--- src/design/nfh_pkg.sv ---
// Purpose: shared constants of the nand flash host controller
// Assumes: 250 MHz clock, x8 device, three row address cycles
// Notes: byte addresses of the software registers are word aligned
package nfh_pkg;
  // software register byte addresses
  localparam logic [7:0] REG_CTRL = 8'h00;
  localparam logic [7:0] REG_ROW0 = 8'h04;
  localparam logic [7:0] REG_ROW1 = 8'h08;
  localparam logic [7:0] REG_FADDR = 8'h0C;
  localparam logic [7:0] REG_FDATA = 8'h10;
  localparam logic [7:0] REG_FREAD = 8'h14;
  localparam logic [7:0] REG_STAT = 8'h18;
  localparam logic [7:0] REG_PROT = 8'h1C;
  localparam logic [7:0] REG_DRIVE = 8'h20;
  localparam logic [7:0] REG_PULLDN = 8'h24;
  // operation codes written to CTRL[2:0]
  localparam logic [2:0] OP_ERASE = 3'h1;
  localparam logic [2:0] OP_ERASE2 = 3'h2;
  localparam logic [2:0] OP_RESET = 3'h3;
  localparam logic [2:0] OP_GETF = 3'h4;
  localparam logic [2:0] OP_SETF = 3'h5;
  localparam logic [2:0] OP_STAT = 3'h6;
  localparam logic [2:0] OP_ESTAT = 3'h7;
  // device command bytes
  localparam logic [7:0] CMD_READ = 8'h00;
  localparam logic [7:0] CMD_ERASE = 8'h60;
  localparam logic [7:0] CMD_CONFIRM = 8'hD0;
  localparam logic [7:0] CMD_QUEUE = 8'hD1;
  localparam logic [7:0] CMD_STATUS = 8'h70;
  localparam logic [7:0] CMD_ESTATUS = 8'h78;
  localparam logic [7:0] CMD_RESET = 8'hFF;
  localparam logic [7:0] CMD_GETF = 8'hEE;
  localparam logic [7:0] CMD_SETF = 8'hEF;
  // device feature addresses and fields
  localparam logic [7:0] FEAT_DRIVE = 8'h80;
  localparam logic [7:0] FEAT_PULLDN = 8'h81;
  localparam logic [7:0] STRENGTH_MASK = 8'h03;
  localparam logic [1:0] STRENGTH_FULL = 2'h0;
  localparam logic [7:0] SR_AFTER_RESET_WP_HI = 8'hE0;
  localparam logic [7:0] SR_AFTER_RESET_WP_LO = 8'h60;
  localparam int SR_FAIL_BIT = 0;
  localparam int SR_READY_BIT = 6;
  localparam int PLANE_BIT = 6; // plane select within first row byte
  localparam logic PROT_RESET = 1'b1;
  // step kinds of the pin sequencer
  localparam logic [2:0] K_END = 3'h0;
  localparam logic [2:0] K_CMD = 3'h1;
  localparam logic [2:0] K_ADR = 3'h2;
  localparam logic [2:0] K_WR = 3'h3;
  localparam logic [2:0] K_RD = 3'h4;
  localparam logic [2:0] K_BSY = 3'h5;
  // byte sources of a step
  localparam logic [3:0] S_CONST = 4'h0;
  localparam logic [3:0] S_R0B0 = 4'h1;
  localparam logic [3:0] S_R1B0 = 4'h2;
  localparam logic [3:0] S_FDATA = 4'h3;
  localparam logic [3:0] S_SR = 4'h4;
  localparam logic [3:0] S_FRD = 4'h5;
  // timing, least times in ns, rounded up to cycles
  localparam int CLK_NS = 4;
  localparam int WE_LOW_NS = 12;
  localparam int WE_HIGH_NS = 10;
  localparam int ADL_NS = 70;
  localparam int PROT_SETUP_NS = 100;
  localparam int RE_LOW_NS = 25;
  localparam int RE_HIGH_NS = 15;
  localparam int BUSY_SETTLE_NS = 100;
  localparam int WE_LOW_CYC = (WE_LOW_NS + CLK_NS - 1) / CLK_NS;
  localparam int WE_HIGH_CYC = (WE_HIGH_NS + CLK_NS - 1) / CLK_NS;
  localparam int ADL_CYC = (ADL_NS + CLK_NS - 1) / CLK_NS;
  localparam int PROT_SETUP_CYC = (PROT_SETUP_NS + CLK_NS - 1) / CLK_NS;
  localparam int RE_LOW_CYC = (RE_LOW_NS + CLK_NS - 1) / CLK_NS;
  localparam int RE_HIGH_CYC = (RE_HIGH_NS + CLK_NS - 1) / CLK_NS;
  localparam int BUSY_SETTLE_CYC = (BUSY_SETTLE_NS + CLK_NS - 1) / CLK_NS;
endpackage : nfh_pkg

--- src/design/nfh_ctrl.sv ---
// Purpose: host controller driving a nand flash for erase, reset and features
// Assumes: software port of own registers; device pins sampled through nfh_sync
// Notes: strobes are decoded from state, data bytes come from flip-flops
// Notes on behaviour
// - erase setup 60h then three row address bytes; page bits ignored by device
// - final pair of a two-plane erase is 60h then D0h
// - next queue command only once ready/busy shows ready again
// - plane select bit low on first address input, high on second
// - both planes of a two-plane operation do the same kind of work
// - feature commands carry one address byte and four parameter bytes
// - get features: EEh, address, busy wait, then read bytes by read strobe
// - after a status poll in get features, 00h restores data output
// - set features: EFh, address, four bytes, then busy while stored
// - write protect stays stable from first command until ready
// - single erase is setup, three address bytes, confirm, then busy
//
// Added by the designer: the strobed register port.
`timescale 1ns/10ps
module nfh_ctrl (
  input wire logic clk, // 250 MHz clock
  input wire logic srst, // synchronous reset, active high
  input wire logic [7:0] addr, // register byte address
  input wire logic [31:0] wdata, // write data
  input wire logic wr, // write strobe
  input wire logic rd, // read strobe
  output logic [31:0] rdata, // read data, cycle after rd
  output logic ce_n, // chip enable, active low
  output logic cle, // command latch enable
  output logic ale, // address latch enable
  output logic we_n, // write strobe, active low
  output logic read_strobe_n, // read strobe, active low
  output logic wp_n, // write protect, active low
  output logic [7:0] io_out, // data bus out
  output logic io_oe, // data bus output enable
  input wire logic [7:0] io_in, // data bus in
  input wire logic ready_busy_n // ready high, busy low
);
  typedef enum logic [3:0] {
    ST_IDLE, ST_PREP, ST_NEXT, ST_GAP, ST_WLOW, ST_WHIGH,
    ST_RLOW, ST_RHIGH, ST_SETTLE, ST_BUSY
  } nfh_state_t;

  localparam logic [7:0] WL = 8'(nfh_pkg::WE_LOW_CYC);
  localparam logic [7:0] WH = 8'(nfh_pkg::WE_HIGH_CYC);
  localparam logic [7:0] ADL = 8'(nfh_pkg::ADL_CYC);
  localparam logic [7:0] RL = 8'(nfh_pkg::RE_LOW_CYC);
  localparam logic [7:0] RH = 8'(nfh_pkg::RE_HIGH_CYC);
  localparam logic [7:0] SETTLE = 8'(nfh_pkg::BUSY_SETTLE_CYC);
  localparam logic [7:0] PSETUP = 8'(nfh_pkg::PROT_SETUP_CYC);

  nfh_state_t st, next_st;
  logic [3:0] step, next_step;
  logic [7:0] cnt, next_cnt;
  logic [7:0] ww_cnt;
  logic [2:0] op;
  logic [1:0] wr_idx;
  logic [1:0] rd_idx;
  logic [23:0] row0;
  logic [23:0] row1;
  logic [7:0] faddr;
  logic [31:0] fdata;
  logic [31:0] feat_rd;
  logic fr_valid;
  logic [7:0] status_byte;
  logic refused;
  logic fail;
  logic rst_ok;
  logic prot;
  logic [1:0] drive;
  logic [1:0] pulldn;
  logic [2:0] step_kind;
  logic [3:0] step_src;
  logic [7:0] step_byte;
  logic [7:0] io_s;
  logic rb_s;
  logic we_d;
  logic [3:0] rise_cnt;

  nfh_sync #(.WIDTH(9)) u_sync (
    .clk(clk),
    .srst(srst),
    .din({ready_busy_n, io_in}),
    .dout({rb_s, io_s})
  );

  // software port decode
  wire ctrl_wr = wr && (addr == nfh_pkg::REG_CTRL);
  wire [2:0] req_op = wdata[2:0];
  wire req_erase = (req_op == nfh_pkg::OP_ERASE) || (req_op == nfh_pkg::OP_ERASE2);
  wire feat_ok = (faddr == nfh_pkg::FEAT_DRIVE) || (faddr == nfh_pkg::FEAT_PULLDN);
  wire gated = prot && req_erase;
  wire bad_feat = (req_op == nfh_pkg::OP_SETF) && !feat_ok;
  wire go_req = ctrl_wr && (req_op != 3'h0);
  wire go = go_req && (st == ST_IDLE) && !gated && !bad_feat;
  wire is_two = (op == nfh_pkg::OP_ERASE2);
  wire ends = (cnt == 8'h01);
  wire we_rise = we_n && !we_d;

  // plane select forced per address input of a two-plane erase; block bits of the first are don't care
  wire [23:0] row0_x = {row0[23:nfh_pkg::PLANE_BIT+1], 1'b0, row0[nfh_pkg::PLANE_BIT-1:0]};
  wire [23:0] row1_x = is_two ?
      {row1[23:nfh_pkg::PLANE_BIT+1], 1'b1, row1[nfh_pkg::PLANE_BIT-1:0]} : row1;
  // reserved bits and bytes of a strength parameter always go out as zero
  wire [7:0] set_byte = (wr_idx == 2'h0) ? (fdata[7:0] & nfh_pkg::STRENGTH_MASK) : 8'h00;
  wire [7:0] reset_sr = prot ? nfh_pkg::SR_AFTER_RESET_WP_LO : nfh_pkg::SR_AFTER_RESET_WP_HI;

  // per-operation pin sequences
  always_comb begin
    {step_kind, step_src, step_byte} = {nfh_pkg::K_END, nfh_pkg::S_CONST, 8'h00};
    unique case (op)
      nfh_pkg::OP_ERASE: begin
        case (step)
          4'd0: {step_kind, step_byte} = {nfh_pkg::K_CMD, nfh_pkg::CMD_ERASE};
          4'd1: {step_kind, step_src, step_byte} = {nfh_pkg::K_ADR, nfh_pkg::S_R1B0, row1_x[7:0]};
          4'd2: {step_kind, step_byte} = {nfh_pkg::K_ADR, row1_x[15:8]};
          4'd3: {step_kind, step_byte} = {nfh_pkg::K_ADR, row1_x[23:16]};
          4'd4: {step_kind, step_byte} = {nfh_pkg::K_CMD, nfh_pkg::CMD_CONFIRM};
          4'd5: step_kind = nfh_pkg::K_BSY;
          4'd6: {step_kind, step_byte} = {nfh_pkg::K_CMD, nfh_pkg::CMD_STATUS};
          4'd7: {step_kind, step_src} = {nfh_pkg::K_RD, nfh_pkg::S_SR};
          default: step_kind = nfh_pkg::K_END;
        endcase
      end
      nfh_pkg::OP_ERASE2: begin
        case (step) // erase on both planes only
          4'd0: {step_kind, step_byte} = {nfh_pkg::K_CMD, nfh_pkg::CMD_ERASE};
          4'd1: {step_kind, step_src, step_byte} = {nfh_pkg::K_ADR, nfh_pkg::S_R0B0, row0_x[7:0]};
          4'd2: {step_kind, step_byte} = {nfh_pkg::K_ADR, row0_x[15:8]};
          4'd3: {step_kind, step_byte} = {nfh_pkg::K_ADR, row0_x[23:16]};
          4'd4: {step_kind, step_byte} = {nfh_pkg::K_CMD, nfh_pkg::CMD_QUEUE};
          4'd5: step_kind = nfh_pkg::K_BSY;
          4'd6: {step_kind, step_byte} = {nfh_pkg::K_CMD, nfh_pkg::CMD_ERASE};
          4'd7: {step_kind, step_src, step_byte} = {nfh_pkg::K_ADR, nfh_pkg::S_R1B0, row1_x[7:0]};
          4'd8: {step_kind, step_byte} = {nfh_pkg::K_ADR, row1_x[15:8]};
          4'd9: {step_kind, step_byte} = {nfh_pkg::K_ADR, row1_x[23:16]};
          4'd10: {step_kind, step_byte} = {nfh_pkg::K_CMD, nfh_pkg::CMD_CONFIRM};
          4'd11: step_kind = nfh_pkg::K_BSY;
          4'd12: {step_kind, step_byte} = {nfh_pkg::K_CMD, nfh_pkg::CMD_STATUS};
          4'd13: {step_kind, step_src} = {nfh_pkg::K_RD, nfh_pkg::S_SR};
          default: step_kind = nfh_pkg::K_END;
        endcase
      end
      nfh_pkg::OP_RESET: begin
        case (step)
          4'd0: {step_kind, step_byte} = {nfh_pkg::K_CMD, nfh_pkg::CMD_RESET};
          4'd1: step_kind = nfh_pkg::K_BSY;
          4'd2: {step_kind, step_byte} = {nfh_pkg::K_CMD, nfh_pkg::CMD_STATUS};
          4'd3: {step_kind, step_src} = {nfh_pkg::K_RD, nfh_pkg::S_SR};
          default: step_kind = nfh_pkg::K_END;
        endcase
      end
      nfh_pkg::OP_GETF: begin
        case (step)
          4'd0: {step_kind, step_byte} = {nfh_pkg::K_CMD, nfh_pkg::CMD_GETF};
          4'd1: {step_kind, step_byte} = {nfh_pkg::K_ADR, faddr};
          4'd2: step_kind = nfh_pkg::K_BSY;
          // data output mode restored in case software polled status meanwhile
          4'd3: {step_kind, step_byte} = {nfh_pkg::K_CMD, nfh_pkg::CMD_READ};
          4'd4, 4'd5, 4'd6, 4'd7: {step_kind, step_src} = {nfh_pkg::K_RD, nfh_pkg::S_FRD};
          default: step_kind = nfh_pkg::K_END;
        endcase
      end
      nfh_pkg::OP_SETF: begin
        case (step)
          4'd0: {step_kind, step_byte} = {nfh_pkg::K_CMD, nfh_pkg::CMD_SETF};
          4'd1: {step_kind, step_byte} = {nfh_pkg::K_ADR, faddr};
          4'd2, 4'd3, 4'd4, 4'd5: {step_kind, step_src, step_byte} =
              {nfh_pkg::K_WR, nfh_pkg::S_FDATA, set_byte};
          4'd6: step_kind = nfh_pkg::K_BSY;
          default: step_kind = nfh_pkg::K_END;
        endcase
      end
      nfh_pkg::OP_STAT: begin
        case (step)
          4'd0: {step_kind, step_byte} = {nfh_pkg::K_CMD, nfh_pkg::CMD_STATUS};
          4'd1: {step_kind, step_src} = {nfh_pkg::K_RD, nfh_pkg::S_SR};
          default: step_kind = nfh_pkg::K_END;
        endcase
      end
      nfh_pkg::OP_ESTAT: begin
        case (step) // names the failing plane
          4'd0: {step_kind, step_byte} = {nfh_pkg::K_CMD, nfh_pkg::CMD_ESTATUS};
          4'd1: {step_kind, step_byte} = {nfh_pkg::K_ADR, row1_x[7:0]};
          4'd2: {step_kind, step_byte} = {nfh_pkg::K_ADR, row1_x[15:8]};
          4'd3: {step_kind, step_byte} = {nfh_pkg::K_ADR, row1_x[23:16]};
          4'd4: {step_kind, step_src} = {nfh_pkg::K_RD, nfh_pkg::S_SR};
          default: step_kind = nfh_pkg::K_END;
        endcase
      end
      default: step_kind = nfh_pkg::K_END;
    endcase
  end

  // sequencer
  always_comb begin
    next_st = st;
    next_cnt = cnt;
    next_step = step;
    unique case (st)
      ST_IDLE: begin
        if (go) begin
          next_st = ST_PREP;
          next_step = 4'h0;
        end
      end
      ST_PREP: if (ww_cnt == 8'h00) next_st = ST_NEXT;
      ST_NEXT: begin
        if (step_kind == nfh_pkg::K_CMD || step_kind == nfh_pkg::K_ADR) begin
          next_st = ST_WLOW;
          next_cnt = WL;
        end else if (step_kind == nfh_pkg::K_WR) begin
          next_st = (wr_idx == 2'h0) ? ST_GAP : ST_WLOW;
          next_cnt = (wr_idx == 2'h0) ? ADL : WL;
        end else if (step_kind == nfh_pkg::K_RD) begin
          next_st = ST_RLOW;
          next_cnt = RL;
        end else if (step_kind == nfh_pkg::K_BSY) begin
          next_st = ST_SETTLE;
          next_cnt = SETTLE;
        end else begin
          next_st = ST_IDLE;
        end
      end
      ST_GAP: begin
        next_cnt = ends ? WL : cnt - 8'h01;
        if (ends) next_st = ST_WLOW;
      end
      ST_WLOW: begin
        next_cnt = ends ? WH : cnt - 8'h01;
        if (ends) next_st = ST_WHIGH;
      end
      ST_RLOW: begin
        next_cnt = ends ? RH : cnt - 8'h01;
        if (ends) next_st = ST_RHIGH;
      end
      ST_WHIGH, ST_RHIGH: begin
        next_cnt = cnt - 8'h01;
        if (ends) begin
          next_st = ST_NEXT;
          next_step = step + 4'h1;
        end
      end
      ST_SETTLE: begin
        next_cnt = cnt - 8'h01;
        if (ends) next_st = ST_BUSY;
      end
      ST_BUSY: begin
        if (rb_s) begin
          next_st = ST_NEXT;
          next_step = step + 4'h1;
        end
      end
    endcase
  end

  // pin strobes; decoded, so a board may want them retimed
  assign ce_n = (st == ST_IDLE);
  assign cle = (st == ST_WLOW || st == ST_WHIGH) && (step_kind == nfh_pkg::K_CMD);
  assign ale = (st == ST_WLOW || st == ST_WHIGH) && (step_kind == nfh_pkg::K_ADR);
  assign we_n = (st != ST_WLOW);
  assign read_strobe_n = (st != ST_RLOW);
  assign io_oe = (st == ST_WLOW || st == ST_WHIGH);
  assign wp_n = !prot;

  wire rd_take = (st == ST_RLOW) && ends;
  wire at_end = (st == ST_NEXT) && (step_kind == nfh_pkg::K_END);

  always_ff @(posedge clk) begin
    if (srst) begin
      st <= ST_IDLE;
      step <= 4'h0;
      cnt <= 8'h00;
      io_out <= 8'h00;
      we_d <= 1'b1;
    end else begin
      st <= next_st;
      step <= next_step;
      cnt <= next_cnt;
      we_d <= we_n;
      if (next_st == ST_WLOW && st != ST_WLOW) io_out <= step_byte;
    end
  end

  // operation bookkeeping and results
  always_ff @(posedge clk) begin
    if (srst) begin
      op <= 3'h0;
      wr_idx <= 2'h0;
      rd_idx <= 2'h0;
      feat_rd <= 32'h0000_0000;
      fr_valid <= 1'b0;
      status_byte <= 8'h00;
      fail <= 1'b0;
      rst_ok <= 1'b0;
      refused <= 1'b0;
      drive <= nfh_pkg::STRENGTH_FULL;
      pulldn <= nfh_pkg::STRENGTH_FULL;
    end else begin
      if (go) begin
        op <= req_op;
        wr_idx <= 2'h0;
        rd_idx <= 2'h0;
        refused <= 1'b0;
        if (req_op == nfh_pkg::OP_RESET || req_op == nfh_pkg::OP_GETF) fr_valid <= 1'b0;
      end else if (go_req) begin
        refused <= 1'b1;
      end
      if (st == ST_WHIGH && ends && step_kind == nfh_pkg::K_WR) wr_idx <= wr_idx + 2'h1;
      if (rd_take && step_src == nfh_pkg::S_SR) begin
        status_byte <= io_s;
        if (op == nfh_pkg::OP_ERASE || op == nfh_pkg::OP_ERASE2) begin
          fail <= io_s[nfh_pkg::SR_READY_BIT] && io_s[nfh_pkg::SR_FAIL_BIT];
        end
        if (op == nfh_pkg::OP_RESET) rst_ok <= (io_s == reset_sr);
      end
      if (rd_take && step_src == nfh_pkg::S_FRD) begin
        feat_rd[8*rd_idx +: 8] <= io_s; // first byte in bits 7:0
        rd_idx <= rd_idx + 2'h1;
      end
      if (at_end && op == nfh_pkg::OP_GETF) fr_valid <= 1'b1;
      // shadows follow set features only; a reset command leaves them
      if (at_end && op == nfh_pkg::OP_SETF && faddr == nfh_pkg::FEAT_DRIVE) drive <= fdata[1:0];
      if (at_end && op == nfh_pkg::OP_SETF && faddr == nfh_pkg::FEAT_PULLDN) pulldn <= fdata[1:0];
    end
  end

  // software registers; protect changes only while idle
  wire prot_wr = wr && (addr == nfh_pkg::REG_PROT) && (st == ST_IDLE);

  always_ff @(posedge clk) begin
    if (srst) begin
      row0 <= 24'h00_0000;
      row1 <= 24'h00_0000;
      faddr <= 8'h00;
      fdata <= 32'h0000_0000;
      prot <= nfh_pkg::PROT_RESET;
      ww_cnt <= 8'h00;
    end else begin
      if (wr && addr == nfh_pkg::REG_ROW0) row0 <= wdata[23:0];
      if (wr && addr == nfh_pkg::REG_ROW1) row1 <= wdata[23:0];
      if (wr && addr == nfh_pkg::REG_FADDR) faddr <= wdata[7:0];
      if (wr && addr == nfh_pkg::REG_FDATA) fdata <= wdata;
      if (prot_wr) prot <= wdata[0];
      // first command waits out the protect setup time after any change
      if (prot_wr && wdata[0] != prot) ww_cnt <= PSETUP;
      else if (ww_cnt != 8'h00) ww_cnt <= ww_cnt - 8'h01;
    end
  end

  wire busy = (st != ST_IDLE);
  wire [31:0] stat_word = {15'h0000, rb_s, status_byte, 3'h0, fr_valid, rst_ok, fail, refused, busy};
  wire [31:0] rd_mux =
      (addr == nfh_pkg::REG_CTRL) ? {29'h0000_0000, op} :
      (addr == nfh_pkg::REG_ROW0) ? {8'h00, row0} :
      (addr == nfh_pkg::REG_ROW1) ? {8'h00, row1} :
      (addr == nfh_pkg::REG_FADDR) ? {24'h00_0000, faddr} :
      (addr == nfh_pkg::REG_FDATA) ? fdata :
      (addr == nfh_pkg::REG_FREAD) ? feat_rd :
      (addr == nfh_pkg::REG_STAT) ? stat_word :
      (addr == nfh_pkg::REG_PROT) ? {31'h0000_0000, prot} :
      (addr == nfh_pkg::REG_DRIVE) ? {30'h0000_0000, drive} :
      (addr == nfh_pkg::REG_PULLDN) ? {30'h0000_0000, pulldn} : 32'h0000_0000;

  always_ff @(posedge clk) begin
    if (srst) rdata <= 32'h0000_0000;
    else if (rd) rdata <= rd_mux;
  end

  // helper: strobe rises since chip enable fell
  always_ff @(posedge clk) begin
    if (srst || st == ST_IDLE) rise_cnt <= 4'h0;
    else if (we_rise) rise_cnt <= rise_cnt + 4'h1;
  end
endmodule : nfh_ctrl

--- src/design/nfh_sync.sv ---
// Purpose: three-stage input synchroniser with agreement filter
// Assumes: inputs are asynchronous to clk
// Notes: a bit changes only once stages two and three agree
`timescale 1ns/10ps
module nfh_sync #(
  parameter int unsigned WIDTH = 1 // bits synchronised
) (
  input wire logic clk, // clock
  input wire logic srst, // synchronous reset
  input wire logic [WIDTH-1:0] din, // asynchronous inputs
  output logic [WIDTH-1:0] dout // filtered, synchronous
);
  logic [WIDTH-1:0] s1;
  logic [WIDTH-1:0] s2;
  logic [WIDTH-1:0] s3;
  wire [WIDTH-1:0] next_dout = (s2 & s3) | (dout & (s2 | s3));

  if (WIDTH < 1) begin : g_chk
    $error("nfh_sync: WIDTH must be at least 1");
  end

  always_ff @(posedge clk) begin
    if (srst) begin
      s1 <= '0;
      s2 <= '0;
      s3 <= '0;
      dout <= '0;
    end else begin
      s1 <= din;
      s2 <= s1;
      s3 <= s2;
      dout <= next_dout;
    end
  end
endmodule : nfh_sync

--- config.mk ---
export PLATFORM = sky130hd
export DESIGN_NAME = nfh_ctrl
export DESIGN_NICKNAME = d
export VERILOG_FILES = /design/src/design/nfh_pkg.sv /design/src/design/nfh_ctrl.sv /design/src/design/nfh_sync.sv
export SDC_FILE = /design/constraint.sdc
export NUM_CORES = 1
export LEC_CHECK = 0
export ABC_AREA = 1
export BUFFER_PORTS_ARGS = -buffer_cell sky130_fd_sc_hd__clkbuf_2
export CORE_MARGIN = 5
export CORE_UTILIZATION = 60
export DETAILED_ROUTE_END_ITERATION = 12
export GPL_TIMING_DRIVEN = 0
export HOLD_SLACK_MARGIN = 0.06
export PLACE_DENSITY = 0.84
export SLEW_MARGIN = 10
export SYNTH_ARGS = -nofsm -noshare
export SYNTH_HDL_FRONTEND = slang
export SYNTH_SLANG_ARGS = --single-unit
--- constraint.sdc ---
create_clock -name clk -period 3.6 [get_ports clk]
set_clock_uncertainty 0.2 [all_clocks]
set_input_delay 0.54 -clock clk [delete_from_list [all_inputs] [get_ports clk]]
set_output_delay 0.54 -clock clk [all_outputs]
set_load 0.05 [all_outputs]
==> impl_metrics.py <==
metrics = {
    "timing": {
        "fin_crit_ps": 3460,
        "final_hold_viol_count": 0,
        "setup_repair_after_global_routing_missed_its_margin": "no",
        "setup-violations-final": 0,
        "fin_hold_ws_ps": 66.6,
        "finalCritPeriodShare_pct": 96.1,
        "fmax_mhz": 289,
        "timing.max_slew.rel_slack_pct": 41.1,
        "slew_viol_final": 0,
        "timing.setup.tns_ps": 0,
        "tightestPinTransition_ps": 883,
    },
    "yosys": {
        "postSynth.topFlopCell": "sky130_fd_sc_hd__dfxtp_1",
        "yosysSeqAreaShare_pct": 41.1,
        "cells_taking_the_most_area_after_synthesis": "sky130_fd_sc_hd__dfxtp_1 (41%), sky130_fd_sc_hd__nand2_1 (8.9%), sky130_fd_sc_hd__a21oi_1 (8.2%), sky130_fd_sc_hd__inv_1 (6.7%), sky130_fd_sc_hd__nor2_1 (6.4%)",
        "yosys.area.top_type": "sky130_fd_sc_hd__dfxtp_1",
        "synthesis.nets": 1751,
        "netlist.area_leader.share_pct": 41.1,
        "mappedNetlistArea_um2": 11900,
        "synth-edff-count": 0,
        "synthesis.yosys.warnings": 0,
        "syn_inst_count": 1685,
        "post_synth.cell_area_avg_um2": 7.05,
        "async_flop_share_pct": 0,
        "post_synth_num_cell_types": 48,
        "postSynthRegisterBits": 244,
    },
    "place": {
        "detailed_place_hpwl_um": 29900,
        "numPortBuffers": 99,
        "gpl.final_weighted_congestion": 0.988,
    },
    "worst_setup_path": {
        "criticalPathCategory": "reg2out",
        "critical-path-slowest-cell": "sky130_fd_sc_hd__dfxtp_1",
        "worstRegToRegCells": 11,
        "critPathRequiredTime_ps": 2860,
        "reg2reg_setup_slack_ps": 450,
        "critPathCaptureType": "output pin",
        "regToRegEndpoint": "feat_rd[31]",
        "critical_path.max_stage_delay_ps": 410,
        "start_kind": "register",
        "timing.critical_path.cells": "inv_1, ha_1, nand3_2, inv_1, nand2_1, nand2_1, nor2_1, nand3_2, inv_1, nand3_2, nor2_1, clkbuf_2",
        "arrival_ps": 2720,
        "crit-reg2reg-launch": "step[0]",
        "path_max_fanout": 7,
    },
    "drt": {
        "drt_pass1_iterations": 6,
        "finalWirelength_um": 40000,
        "num_vias": 12400,
        "post-route-drc-count": 0,
        "post_drt_wl_per_cell_um": 19.0,
        "postRouteAntennaNets": 0,
        "dr.first_iter.drc_count": 1547,
        "route.detailed.vias_per_inst": 5.89,
    },
    "clock_tree": {
        "clk_latency_ps": 560,
        "clock_tree.root_cell": "sky130_fd_sc_hd__clkbuf_16",
        "clk_transition_reported_paths_ps": 60,
        "total_number_of_clock_tree_sinks": 244,
        "max_clock_buf_depth": 3,
        "cts.repair.resized": 0,
        "tritoncts_clock_tree": "yes",
        "h-tree-depth": 1,
        "numCtsBuffers": 26,
    },
    "global_route": {
        "grt_pass1_vias": 11300,
        "grt_first_pass_wirelength_um": 61500,
        "maximum_number_of_pins_on_one_net_before_global_route_repair": 15,
        "grt_overflow_total": 0,
        "antenna_found_initial": 0,
        "grt_usage_pct": 34.5,
    },
    "cells_and_area": {
        "antenna-diode-count": 0,
        "area.growth.synth_to_final_pct": 15.4,
        "layout.cells.most_common_list": "sky130_fd_sc_hd__nand2_1 (281), sky130_fd_sc_hd__dfxtp_1 (244), sky130_fd_sc_hd__inv_1 (213)",
        "num-nets-final": 1889,
        "final_common_cell": "sky130_fd_sc_hd__nand2_1",
        "drive_above_1_share_pct": 11.7,
    },
    "status": {
        "status": "finished, final reports clean",
    },
    "min_path": {
        "min_to": "fdata[28]",
        "worst_hold_path.num_cells": 3,
        "timing.hold.worst.start": "wdata[28]",
        "hold_path.class": "in2reg",
    },
    "pwr": {
        "power.static_leakage_uw": 0.00564,
        "pwr_density_cell_nw_per_um2": 475,
        "max-vdd-ir-drop_v": 0.000421,
    },
    "floorplan": {
        "initial_core_util_pct": 61.0,
        "placement_rows": 51,
        "floorplan.die_area_um2": 22700,
        "floorplan.io_pins": 100,
        "die_h_um": 151,
        "fp.dieW_um": 151,
        "coreArea_um2": 19500,
    },
    "job": {
        "drv.max_cap_violation_count": 0,
    },
}
synth_stat cells, types with 9 or more instances:
cell type	count
sky130_fd_sc_hd__a21oi_2	9
sky130_fd_sc_hd__xor2_1	9
sky130_fd_sc_hd__o2111ai_1	11
sky130_fd_sc_hd__inv_1	213
sky130_fd_sc_hd__ha_1	13
sky130_fd_sc_hd__a21oi_1	194
sky130_fd_sc_hd__clkbuf_1	53
sky130_fd_sc_hd__nand2_1	281
sky130_fd_sc_hd__nand4_1	13
sky130_fd_sc_hd__a211oi_1	35
sky130_fd_sc_hd__dfxtp_1	244
sky130_fd_sc_hd__nor2_1	203
sky130_fd_sc_hd__nand3_1	78
sky130_fd_sc_hd__o21ai_0	144
sky130_fd_sc_hd__nor2_2	12
sky130_fd_sc_hd__o211ai_1	15
sky130_fd_sc_hd__nand3_2	10
sky130_fd_sc_hd__o22ai_1	30
sky130_fd_sc_hd__nor3_1	28
where the power goes:
part	internal (uW)	switching (uW)	leakage, uW	total, uW
Clock	1650	1140	0.000438	2790
Sequential	2770	50.2	0.00197	2820
Combinational	285	619	0.00323	904
cell type report:
class	count	area (um2)
Multi-Input combinational cell	1143	5790
Clock buffer	34	731
Sequential cell	244	4880
Buffer	70	334
Tap cell	265	332
Clock inverter	11	161
Timing Repair Buffer	110	606
Fill cell	1646	5760
Inverter	228	866
logic make-up after synthesis:
| logic type | count (synthesis) | share of synthesized area, % |
|---|---|---|
| buffers and inverters | 298 | 10.1 |
| AND/OR/NAND/NOR | 656 | 24.3 |
| XOR/XNOR | 11 | 0.811 |
| adder cells (fa/ha/maj) | 13 | 1.37 |
| AO/OA/AOI/OAI | 463 | 22.3 |
| flip-flops | 244 | 41.1 |
stage by stage:
step           total power [uW]  worst slack [ps]  area (um2)  utilization (%)  cells
2_1_floorplan              3490               735       11900                -   1685
3_3_place_gp               3720               455       12700             65.3   2049
3_5_place_dp               3740               440       12700             65.3   2049
4_1_cts                    6480               167       13700             70.4   2105
5_1_grt                    6720              5.78       13700             70.4   2105
6_report                   6510               142       13700             70.4   2105
critical path, delay by kind of cell (launching register included):
| family | cells | cell delay (ps) |
|---|---|---|
| flops | 1 | 410 |
| fa+ha+maj | 1 | 290 |
| simple gates | 7 | 830 |
| buf+inv | 4 | 640 |
state kept, by name, summed over array words and instances, names as in the netlist, 3 cells and up:
signal	cells
ww_cnt	8
row0	24
u_sync.s2	9
rdata	32
step	4
feat_rd	32
status_byte	8
fdata	32
io_out	8
u_sync.dout	9
faddr	8
row1	24
op	3
st	4
cnt	8
u_sync.s3	9
u_sync.s1	9
timing repair:
item / in CTS / in global routing
endpoints found under the hold margin: 11 / 0
hold buffers: 11 / 0
buffers inserted: 0 / 0
worst max-delay path by stage:
stage | start | to
2_1_floorplan | step[0] | cle
3_3_place_gp | addr[1] | row0[19]
3_5_place_dp | addr[6] | row1[9]
4_1_cts | step[0] | cle
5_1_grt | step[0] | ale
6_report | step[0] | cle
per-layer routing:
layer	share of wire, %	track usage [%]	wire, um	up-vias
li1	-	-	-	5894
met1	39	46.1	15700	5691
met2	45	55.3	18000	696
met3	12	7.80	4660	116
met4	3.9	12.0	1560	0
met5	0	0	0	-
No activity file was read; power rests on OpenSTA's default activity.
